$ cat src/shared/adc_cycle_pkg.sv
// Constants, types and register map for the converter cycle controller
package adc_cycle_pkg;
  localparam int WORD_BITS   = 24;
  localparam int RESULT_BITS = 20;
  localparam int CODE_BITS   = 4;
  localparam int NUM_CODES   = 16;
  localparam int NUM_CH      = 8;
  localparam int CH_BITS     = 3;
  localparam int BIT_CNT_W   = 5;
  localparam int CNT_W       = 25;
  localparam int IDLE_W      = 17;
  localparam int ADR_BITS    = 8;
  localparam logic [BIT_CNT_W-1:0] LAST_BIT = 5'h17;

  // Timing
  localparam int CLK_PERIOD_NS   = 8;
  localparam int POR_TIME_NS     = 500_000;
  localparam int POR_CYCLES      = POR_TIME_NS / CLK_PERIOD_NS;
  localparam int CONV50_TIME_NS  = 160_230_000;
  localparam int CONV50_CYCLES   = CONV50_TIME_NS / CLK_PERIOD_NS;
  localparam int CONV60_TIME_NS  = 133_530_000;
  localparam int CONV60_CYCLES   = CONV60_TIME_NS / CLK_PERIOD_NS;
  localparam int EXT_WORD_DIV    = 20510;
  localparam int EXT_NOTCH_DIV   = 2560;
  localparam int EXT_IDLE_NS     = 1_000_000;
  localparam int EXT_IDLE_CYCLES = EXT_IDLE_NS / CLK_PERIOD_NS;

  // Register offsets (byte addresses)
  localparam logic [ADR_BITS-1:0] REG_STATUS = 8'h00;
  localparam logic [ADR_BITS-1:0] REG_RESULT = 8'h04;
  localparam logic [ADR_BITS-1:0] REG_MAP_LO = 8'h08;
  localparam logic [ADR_BITS-1:0] REG_MAP_HI = 8'h0C;

  // Status fields
  localparam int ST_STATE_LSB = 0;
  localparam int ST_EXT_BIT   = 2;
  localparam int ST_CHEN_BIT  = 3;
  localparam int ST_INVAL_BIT = 4;
  localparam int ST_RATE_BIT  = 5;
  localparam int ST_CODE_LSB  = 8;

  // Map entry: bit 3 valid, bits 2:0 channel index
  localparam int MAP_VALID_BIT = 3;
  localparam logic [31:0] MAP_LO_RST = 32'h0000_0000;
  localparam logic [31:0] MAP_HI_RST = 32'hFEDC_BA98;

  typedef enum logic [1:0] {ST_POR, ST_CONV, ST_SLEEP, ST_OUT} conv_state_t;

  typedef struct packed {
    logic sck;
    logic mux_clk;
    logic mux_din;
    logic conv_select_n;
    logic mux_select_n;
    logic rate_select_in;
  } pins_t;

  typedef struct packed {
    logic [RESULT_BITS-1:0] result;
    logic                   sign_bit;
    logic                   range_exceed_bit;
  } analog_t;
endpackage

$ cat src/hdl/adc_cycle_ctrl.sv
// Converter cycle sequencer, serial output, mux address port and register slave
// Notes on behaviour
// RL1: Mux code is the last four bits shifted in before mux select falls.
// RL2: Select high accepts address bits; falling select enables the chosen channel.
// RL3: An all-zero code keeps the previous channel.
// RL4: Serial output driven only while converter select is low.
// RL5: Cycle runs conversion, then sleep, then data output.
// RL6: Sleep lasts while converter select stays high.
// RL7: Rising converter select during output aborts and starts a conversion.
// RL8: During conversion and sleep the output shows conversion status.
// RL9: Output bits change only on falling serial clock edges.
// RL10: Host samples output bits on rising serial clock edges.
// RL11: Output ends after 24 bits or select high; then a conversion starts.
// RL12: Completed result held unchanged through sleep indefinitely.
// RL13: Host loads new code in sleep or at end of output.
// RL14: Each word belongs to the conversion just finished, no pipeline.
// RL15: Serial clock mode set by pin timing only, no configuration.
// RL16: Rate pin high selects 50 Hz timing, low selects 60 Hz.
// RL17: External clock on rate pin times conversions, word rate clock/20510.
// RL18: Power-up pulse clears state, then a conversion starts.
// RL19: No channel after power-up; first result flagged invalid.
// RL20: Host ties mux clock to serial clock, selects together, for four wires.
// RL21: Calibration runs every cycle without changing timing or interface.
// RL22: Result full scale reads FFFFF, zero scale reads 00000.
// RL23: Word is four status bits then 20 result bits, MSB first.
// RL24: Status: conversion busy, pad low, sign, range exceeded.
// RL25: Serial clock ignored by the shift register while select is high.
// RL26: 24th falling edge drives output high; extra clocks shift ones.
// RL27: Nonzero codes map to channels through a writable table.
`timescale 1ns/10ps
`default_nettype none
module adc_cycle_ctrl
  import adc_cycle_pkg::*;
#(
  parameter int POR_CYC    = adc_cycle_pkg::POR_CYCLES,
  parameter int CONV50_CYC = adc_cycle_pkg::CONV50_CYCLES,
  parameter int CONV60_CYC = adc_cycle_pkg::CONV60_CYCLES,
  parameter int EXT_DIV    = adc_cycle_pkg::EXT_WORD_DIV,
  parameter int EXT_IDLE   = adc_cycle_pkg::EXT_IDLE_CYCLES
) (
  // Clock, reset, enable
  input  wire logic                              clk_i,
  input  wire logic                              rst_i,
  input  wire logic                              ce_i,
  // Wishbone slave
  input  wire logic                              wb_cyc_i,
  input  wire logic                              wb_stb_i,
  input  wire logic                              wb_we_i,
  input  wire logic [adc_cycle_pkg::ADR_BITS-1:0] wb_adr_i,
  input  wire logic [3:0]                        wb_sel_i,
  input  wire logic [31:0]                       wb_dat_i,
  output logic      [31:0]                       wb_dat_o,
  output logic                                   wb_ack_o,
  // Serial pins, asynchronous
  input  wire adc_cycle_pkg::pins_t              pins_i,
  output logic                                   sdo_o,
  output logic                                   sdo_oe_o,
  // Analog core
  input  wire adc_cycle_pkg::analog_t            analog_i,
  output logic                                   modulator_run_o,
  output logic [adc_cycle_pkg::NUM_CH-1:0]       analog_channel_sel_o
);
  import adc_cycle_pkg::*;

  // Input synchronisers; stage 3 only feeds edge detection
  pins_t sync1_q, sync2_q, sync3_q;
  // Edge detectors stay blind until stage 3 holds a real pin sample, so the
  // cleared chain never looks like an edge on a pin that idles high
  logic [2:0] warm_q, warm_d;
  assign warm_d = {warm_q[1:0], 1'b1};

  always_ff @(posedge clk_i) begin
    if (rst_i) begin
      sync1_q <= '0;
      sync2_q <= '0;
      sync3_q <= '0;
      warm_q  <= '0;
    end else if (ce_i) begin
      sync1_q <= pins_i;
      sync2_q <= sync1_q;
      sync3_q <= sync2_q;
      warm_q  <= warm_d;
    end
  end

  logic sck_fall, mclk_rise, cs_rise, msel_fall, rate_edge, rate_rise;
  assign sck_fall  = warm_q[2] & sync3_q.sck & ~sync2_q.sck;
  assign mclk_rise = warm_q[2] & ~sync3_q.mux_clk & sync2_q.mux_clk;
  assign cs_rise   = warm_q[2] & ~sync3_q.conv_select_n & sync2_q.conv_select_n;
  assign msel_fall = warm_q[2] & sync3_q.mux_select_n & ~sync2_q.mux_select_n;
  assign rate_edge = warm_q[2] & (sync3_q.rate_select_in ^ sync2_q.rate_select_in);
  assign rate_rise = warm_q[2] & ~sync3_q.rate_select_in & sync2_q.rate_select_in;

  // Bus decode
  logic wb_req, wb_wr;
  assign wb_req = wb_cyc_i & wb_stb_i & ~wb_ack_o;
  assign wb_wr  = wb_req & wb_we_i;

  // Code-to-channel table, one writable nibble per code
  logic [CODE_BITS-1:0] map_q [NUM_CODES];
  logic [CODE_BITS-1:0] map_d [NUM_CODES];

  for (genvar i = 0; i < NUM_CODES; i++) begin : g_map
    localparam logic [ADR_BITS-1:0] OFS = (i < 8) ? REG_MAP_LO : REG_MAP_HI;
    localparam logic [31:0] RST = (i < 8) ? MAP_LO_RST : MAP_HI_RST;
    localparam int POS = (i % 8) * 4;
    always_comb begin
      map_d[i] = map_q[i];
      if (wb_wr && wb_adr_i == OFS && wb_sel_i[POS/8]) begin
        map_d[i] = wb_dat_i[POS +: 4]; // RL27
      end
    end
    always_ff @(posedge clk_i) begin
      if (rst_i) begin
        map_q[i] <= RST[POS +: 4];
      end else if (ce_i) begin
        map_q[i] <= map_d[i];
      end
    end
  end

  // Sequencer state
  conv_state_t            state_q, state_d;
  logic [CNT_W-1:0]       cnt_q, cnt_d;
  logic [BIT_CNT_W-1:0]   bit_q, bit_d;
  logic [WORD_BITS-1:0]   shift_q, shift_d;
  logic [WORD_BITS-1:0]   result_q, result_d;
  logic                   sdo_d, sdo_oe_d, run_d;
  logic                   ext_q, ext_d;
  logic [IDLE_W-1:0]      idle_q, idle_d;
  logic                   inval_q, inval_d;
  logic [CODE_BITS-1:0]   msr_q, msr_d;
  logic [CODE_BITS-1:0]   code_q, code_d;
  logic                   chen_q, chen_d;
  logic [NUM_CH-1:0]      chsel_d;
  logic [CNT_W-1:0]       conv_last;
  logic                   tick;
  logic [CODE_BITS-1:0]   entry;

  // Conversion length follows the rate pin; an external clock is
  // recognised purely by edges arriving on it
  always_comb begin
    if (ext_q) begin
      conv_last = CNT_W'(EXT_DIV - 1); // RL17
    end else if (sync2_q.rate_select_in) begin
      conv_last = CNT_W'(CONV50_CYC - 1); // RL16
    end else begin
      conv_last = CNT_W'(CONV60_CYC - 1); // RL16
    end
    tick = ext_q ? rate_rise : 1'b1; // RL17
  end

  always_comb begin
    state_d  = state_q;
    cnt_d    = cnt_q;
    bit_d    = bit_q;
    shift_d  = shift_q;
    result_d = result_q;
    inval_d  = inval_q;
    ext_d    = ext_q;
    idle_d   = idle_q;
    msr_d    = msr_q;
    code_d   = code_q;
    chen_d   = chen_q;

    if (rate_edge) begin
      ext_d  = 1'b1;
      idle_d = '0;
    end else if (idle_q == IDLE_W'(EXT_IDLE - 1)) begin
      ext_d = 1'b0;
    end else begin
      idle_d = idle_q + 1'b1;
    end

    unique case (state_q)
      ST_POR: begin
        cnt_d = cnt_q + 1'b1;
        if (cnt_q == CNT_W'(POR_CYC - 1)) begin
          state_d = ST_CONV; // RL18
          cnt_d   = '0;
        end
      end
      ST_CONV: begin
        if (tick) begin
          cnt_d = cnt_q + 1'b1;
          if (cnt_q >= conv_last) begin
            // Core delivers calibrated, scaled data each cycle
            state_d = ST_SLEEP; // RL5 RL21
            shift_d = {1'b0, 1'b0, analog_i.sign_bit, analog_i.range_exceed_bit,
                       analog_i.result}; // RL23 RL24 RL22 RL14
            result_d = shift_d;
            inval_d  = ~chen_q; // RL19
          end
        end
      end
      ST_SLEEP: begin
        // Shift register untouched here, so the word waits as long as needed
        if (!sync2_q.conv_select_n) begin
          state_d = ST_OUT; // RL6 RL12
          bit_d   = '0;
        end
      end
      ST_OUT: begin
        if (cs_rise) begin
          state_d = ST_CONV; // RL7 RL11
          cnt_d   = '0;
        end else if (sck_fall && !sync2_q.conv_select_n) begin
          shift_d = {shift_q[WORD_BITS-2:0], 1'b1}; // RL9 RL25
          bit_d   = bit_q + 1'b1;
          if (bit_q == LAST_BIT) begin
            state_d = ST_CONV; // RL11 RL26
            cnt_d   = '0;
          end
        end
      end
    endcase

    // Busy reads high outside sleep/output, so extra clocks return ones
    if (state_d == ST_SLEEP || state_d == ST_OUT) begin
      sdo_d = shift_d[WORD_BITS-1]; // RL8
    end else begin
      sdo_d = 1'b1; // RL8 RL26
    end
    sdo_oe_d = ~sync2_q.conv_select_n; // RL4 RL15
    run_d    = (state_d == ST_CONV);

    if (sync2_q.mux_select_n && mclk_rise) begin
      msr_d = {msr_q[CODE_BITS-2:0], sync2_q.mux_din}; // RL1 RL2
    end
    if (msel_fall && msr_q != '0) begin
      code_d = msr_q; // RL1 RL3
      chen_d = 1'b1; // RL2
    end
    entry   = map_q[code_d];
    chsel_d = '0;
    if (chen_d && entry[MAP_VALID_BIT]) begin
      chsel_d[entry[CH_BITS-1:0]] = 1'b1; // RL2 RL27
    end
  end

  always_ff @(posedge clk_i) begin
    if (rst_i) begin
      state_q              <= ST_POR;
      cnt_q                <= '0;
      bit_q                <= '0;
      shift_q              <= '0;
      result_q             <= '0;
      inval_q              <= 1'b1;
      ext_q                <= 1'b0;
      idle_q               <= '0;
      msr_q                <= '0;
      code_q               <= '0;
      chen_q               <= 1'b0;
      sdo_o                <= 1'b1;
      sdo_oe_o             <= 1'b0;
      modulator_run_o      <= 1'b0;
      analog_channel_sel_o <= '0;
    end else if (ce_i) begin
      state_q              <= state_d;
      cnt_q                <= cnt_d;
      bit_q                <= bit_d;
      shift_q              <= shift_d;
      result_q             <= result_d;
      inval_q              <= inval_d;
      ext_q                <= ext_d;
      idle_q               <= idle_d;
      msr_q                <= msr_d;
      code_q               <= code_d;
      chen_q               <= chen_d;
      sdo_o                <= sdo_d;
      sdo_oe_o             <= sdo_oe_d;
      modulator_run_o      <= run_d;
      analog_channel_sel_o <= chsel_d;
    end
  end

  // Register read and ack; unmapped reads return zero
  logic        ack_d;
  logic [31:0] dat_d;

  always_comb begin
    ack_d = wb_req;
    dat_d = '0;
    if (wb_req && !wb_we_i) begin
      unique case (wb_adr_i)
        REG_STATUS: begin
          dat_d[ST_STATE_LSB +: 2]         = state_q;
          dat_d[ST_EXT_BIT]                = ext_q;
          dat_d[ST_CHEN_BIT]               = chen_q;
          dat_d[ST_INVAL_BIT]              = inval_q;
          dat_d[ST_RATE_BIT]               = sync2_q.rate_select_in;
          dat_d[ST_CODE_LSB +: CODE_BITS]  = code_q;
        end
        REG_RESULT: dat_d[WORD_BITS-1:0] = result_q;
        REG_MAP_LO: begin
          for (int k = 0; k < 8; k++) begin
            dat_d[k*4 +: 4] = map_q[k];
          end
        end
        REG_MAP_HI: begin
          for (int k = 0; k < 8; k++) begin
            dat_d[k*4 +: 4] = map_q[k+8];
          end
        end
        default: dat_d = '0;
      endcase
    end
  end

  always_ff @(posedge clk_i) begin
    if (rst_i) begin
      wb_ack_o <= 1'b0;
      wb_dat_o <= '0;
    end else if (ce_i) begin
      wb_ack_o <= ack_d;
      wb_dat_o <= dat_d;
    end
  end
endmodule
`default_nettype wire

$ cat config.mk
export PLATFORM = sky130hd
export DESIGN_NAME = adc_cycle_ctrl
export DESIGN_NICKNAME = d
export VERILOG_FILES = /design/src/shared/adc_cycle_pkg.sv /design/src/hdl/adc_cycle_ctrl.sv
export SDC_FILE = /design/constraint.sdc
export NUM_CORES = 1
export LEC_CHECK = 0
export ABC_AREA = 1
export BUFFER_PORTS_ARGS = -buffer_cell sky130_fd_sc_hd__clkbuf_2
export CAP_MARGIN = 20
export CORE_UTILIZATION = 41
export CTS_CLUSTER_DIAMETER = 150
export DETAILED_ROUTE_END_ITERATION = 7
export GPL_ROUTABILITY_DRIVEN = 0
export GPL_TIMING_DRIVEN = 0
export PLACE_DENSITY = 0.58
export SYNTH_ARGS = -nofsm -noshare
export SYNTH_HDL_FRONTEND = slang
export SYNTH_SLANG_ARGS = --single-unit
$ cat constraint.sdc
create_clock -name clk_i -period 7.6 [get_ports clk_i]
set_input_delay 1.9 -clock clk_i [delete_from_list [all_inputs] [get_ports clk_i]]
set_output_delay 1.9 -clock clk_i [all_outputs]
set_load 0.1 [all_outputs]
==> out/qor.yml <==
placementRows: 61
p_switching_mw: 0.687
clockPowerShare_pct: 47.6
clkSlewWorstSetupHoldPaths_ps: 60
final_antenna_net_count: 0
timing.critical_path.fanout_max: 10
drt-total-wl_um: 34900
max_freq_ghz: 0.236
yosysWarnings: 0
power_density_nw_per_um2: 211
cp_top_family: "simple AND/OR/NAND/NOR gates"
cellInternalPower_mw: 2.19
die_width_um: 170
setup-tns-final_ps: 0
floorplan.die_area_sq_um: 28900
synth.largest_area_cell: "dfxtp_1"
critical_path_start_end_classification: "input pin to flop"
vias_per_cell: 5.21
max_cap_viol_count: 0
ys_top_cells_by_area: "dfxtp_1 (29%), edfxtp_1 (17%), nand2_1 (12%)"
result_of_the_run: "finished, final reports clean"
most_frequent_cells_after_synthesis: "nand2_1 (380), dfxtp_1 (170), inv_1 (150), nand3_1 (150), nor2_1 (138)"
detailroute.via_count: 10800
clkLatencyLatePin_ps: 540
layer_with_the_highest_usage: "met2"
period_share_pct: 55.8
global_route.usage.met3_pct: 2.93
grt.overflow.total: 0
placedInstanceArea_sq_um: 12700
vias_in_the_first_global_route: 10300
drv_slew: 0
cts_tree: "built"
crit_path_cell_trace: "clkbuf_2, nor4_2, nand4_1, inv_1, buf_1, nand2_1, o21ai_0"
synth_top_flop_cell: "dfxtp_1"
clock_path_buffers: 3
route.detailed.drc: 0
critical_path.n_buffers_inverters: 3
critical_path.max_stage_delay_ps: 850
first_pass_iters: 6
htreeDepth: 1
grt_max_degree: 15
antenna-diode-count: 0
number_of_flops_mapped_to_enable_cells_by_yosys: 64
crit_path_top_delay_cell: "o21ai_0"
skew_ps: 10.6
min_path_type: "flop to flop"
leak_pwr_nw: 5.51
die-height_um: 170
placement.io_buffers: 119
synth_top_area_share_pct: 29.4
wire_per_inst_um: 16.7
final_core_util_pct: 49.0
overall_global_routing_usage_pct: 24.2
crit_arrival_ps: 4400
cts.sinks: 234
initial_core_util_pct: 41.6
design_area_sq_um: 13600
io_pins: 122
floorplan.core_area_sq_um: 27800
synthMostInstantiatedCell: "nand2_1"
ctsResizeCount: 0
sequential_cell_fraction_of_total_power_pct: 46.8
combinationalPowerShare_pct: 5.5
clockRootBuffer: "clkbuf_16"
detailedRoute.firstIterationViolations: 984
final_layout_size_suffix_gt1_share_pct: 13.6
asyncSetResetFlopFracSynth_pct: 0
synth_sequential_area_ratio_pct: 46.1
ys_ff_latch: 234
setup_viol: 0
worst_pin_slew_ps: 991
first_pass_grt_wire_length_um: 54700
grt.met2_usage_pct: 43.0
groute.layer.met1.usage_pct: 30.6
grt_antenna_before_repair: 0
slew-limit-headroom_pct: 33.2
syn_area_per_cell_sq_um: 7.56
nets_in_the_synthesized_netlist: 1629
synthesis.area_sq_um: 11600
final_nets: 1784
cts_inserted_buffers: 27
netSwitchingFraction_pct: 23.9
report.final.hold_viol_count: 0
area_growth_syn_to_layout_pct: 17.9
post_synth_cell_types: 50
dp.final_hpwl_um: 27000
crit_start_category: "input pin"
post-cts-setup-buffer-count: 0
worst_ir_drop_vdd_v: 0.000126
worst_ep_required_time_ps: 7760
cp-end-kind: "flop"
placed_cells_incl_taps: 2031
layout_min_cycle_time_ps: 4240
postCtsHoldBufs: 0
stdcell_count: 2083
synth_cells: 1529
unrepaired_setup_endpoints_after_global_routing: "no"
## stage by stage
step | hold slack (ps) | setup WS, ps | power, mW
6_report | 462 | 3360 | 2.87
5_1_grt | 477 | 3190 | 2.97
4_1_cts | 459 | 3260 | 2.89
3_5_place_dp | 447 | 2720 | 1.53
3_3_place_gp | 434 | 2600 | 1.53
2_1_floorplan | 424 | 3590 | 1.45
## area by class of cell
type | count | area, sq um
Clock inverter | 17 | 195
Clock buffer | 33 | 761
Multi-Input combinational cell | 1070 | 5330
Inverter | 158 | 593
Sequential cell | 234 | 5330
Fill cell | 2849 | 14200
Tap cell | 378 | 473
Buffer | 67 | 313
Timing Repair Buffer | 126 | 636
## power groups by stage
stage	Clock [mW]	Sequential [mW]	Combinational [mW]
detailed placement	0	1.37	0.158
CTS	1.38	1.35	0.159
global route	1.44	1.35	0.177
finish	1.37	1.35	0.159
global placement	0	1.37	0.155
floorplan	0	1.36	0.0895
## cell usage in the layout (no fill, tap or decap), types with 5 or more instances in the layout
| cell type | n |
|---|---|
| a211oi_1 | 7 |
| a21oi_1 | 130 |
| a22o_1 | 15 |
| buf_1 | 8 |
| buf_2 | 10 |
| clkbuf_1 | 46 |
| clkbuf_16 | 28 |
| clkbuf_2 | 121 |
| dfxtp_1 | 170 |
| edfxtp_1 | 64 |
| ha_1 | 22 |
| inv_1 | 150 |
| inv_2 | 8 |
| nand2_1 | 380 |
| nand2_2 | 7 |
| nand3_1 | 150 |
| nand3_2 | 5 |
| nand4_1 | 21 |
| nor2_1 | 138 |
| nor2_2 | 5 |
| nor3_1 | 18 |
| nor4_1 | 13 |
| o2111ai_1 | 5 |
| o211ai_1 | 11 |
| o21ai_0 | 78 |
| o22ai_1 | 6 |
| xnor2_1 | 5 |
| xor2_1 | 15 |
## worst paths after layout
check | start | endpoint | slack, ps | cells past startpoint
hold reg to reg | result_q[9]$_SDFFE_PP0P_ | result_q[9]$_SDFFE_PP0P_ | 460 | 2
setup / recovery | wb_adr_i[5] | map_q[14][0]$_SDFFCE_PN0P_ | 3360 | 7
hold / removal | result_q[9]$_SDFFE_PP0P_ | result_q[9]$_SDFFE_PP0P_ | 460 | 2
setup reg to reg | ext_q$_SDFFE_PP0P_ | result_q[20]$_SDFFE_PP0P_ | 4460 | 15
## worst reg2reg max path, stage by stage, from the launching register on
cell	delay, ps
dfxtp_1	500
nor2_1	150
inv_1	300
ha_1	320
nand2_1	70
inv_1	30
o21ai_0	140
nand2_1	70
nand2_1	60
nand3_1	80
a21oi_1	160
nand3_2	270
nand3_2	250
clkbuf_1	410
o21ai_0	140
a21oi_1	130
## layer usage
layer | wire length, um | up-vias
met3 | 1730 | 73
met2 | 17200 | 320
met5 | 0 | -
li1 | - | 5405
met1 | 15000 | 5045
met4 | 886 | 0
## flip-flops by register name (all words and copies together), names as in the netlist
name and flops:
cnt_q 25, inval_q 1, code_q 4, ext_q 1
modulator_run_o 1, sync3_q 5, idle_q 17, sync2_q 6
bit_q 5, sdo_o 1, shift_q 24, result_q 22
state_q 2, sync1_q 6, wb_ack_o 1, msr_q 4
warm_q 3, analog_channel_sel_o 8, sdo_oe_o 1, wb_dat_o 32
map_q 64, chen_q 1
## cell families after synthesis
kind of cell,share of synthesized area (%)
fa+ha+maj,2.38
flops,46.1
compound gates,13.6
xor+xnor,1.52
buf+inv,7.84
simple gates,28.6
No activity file was read; power rests on OpenSTA's default activity.
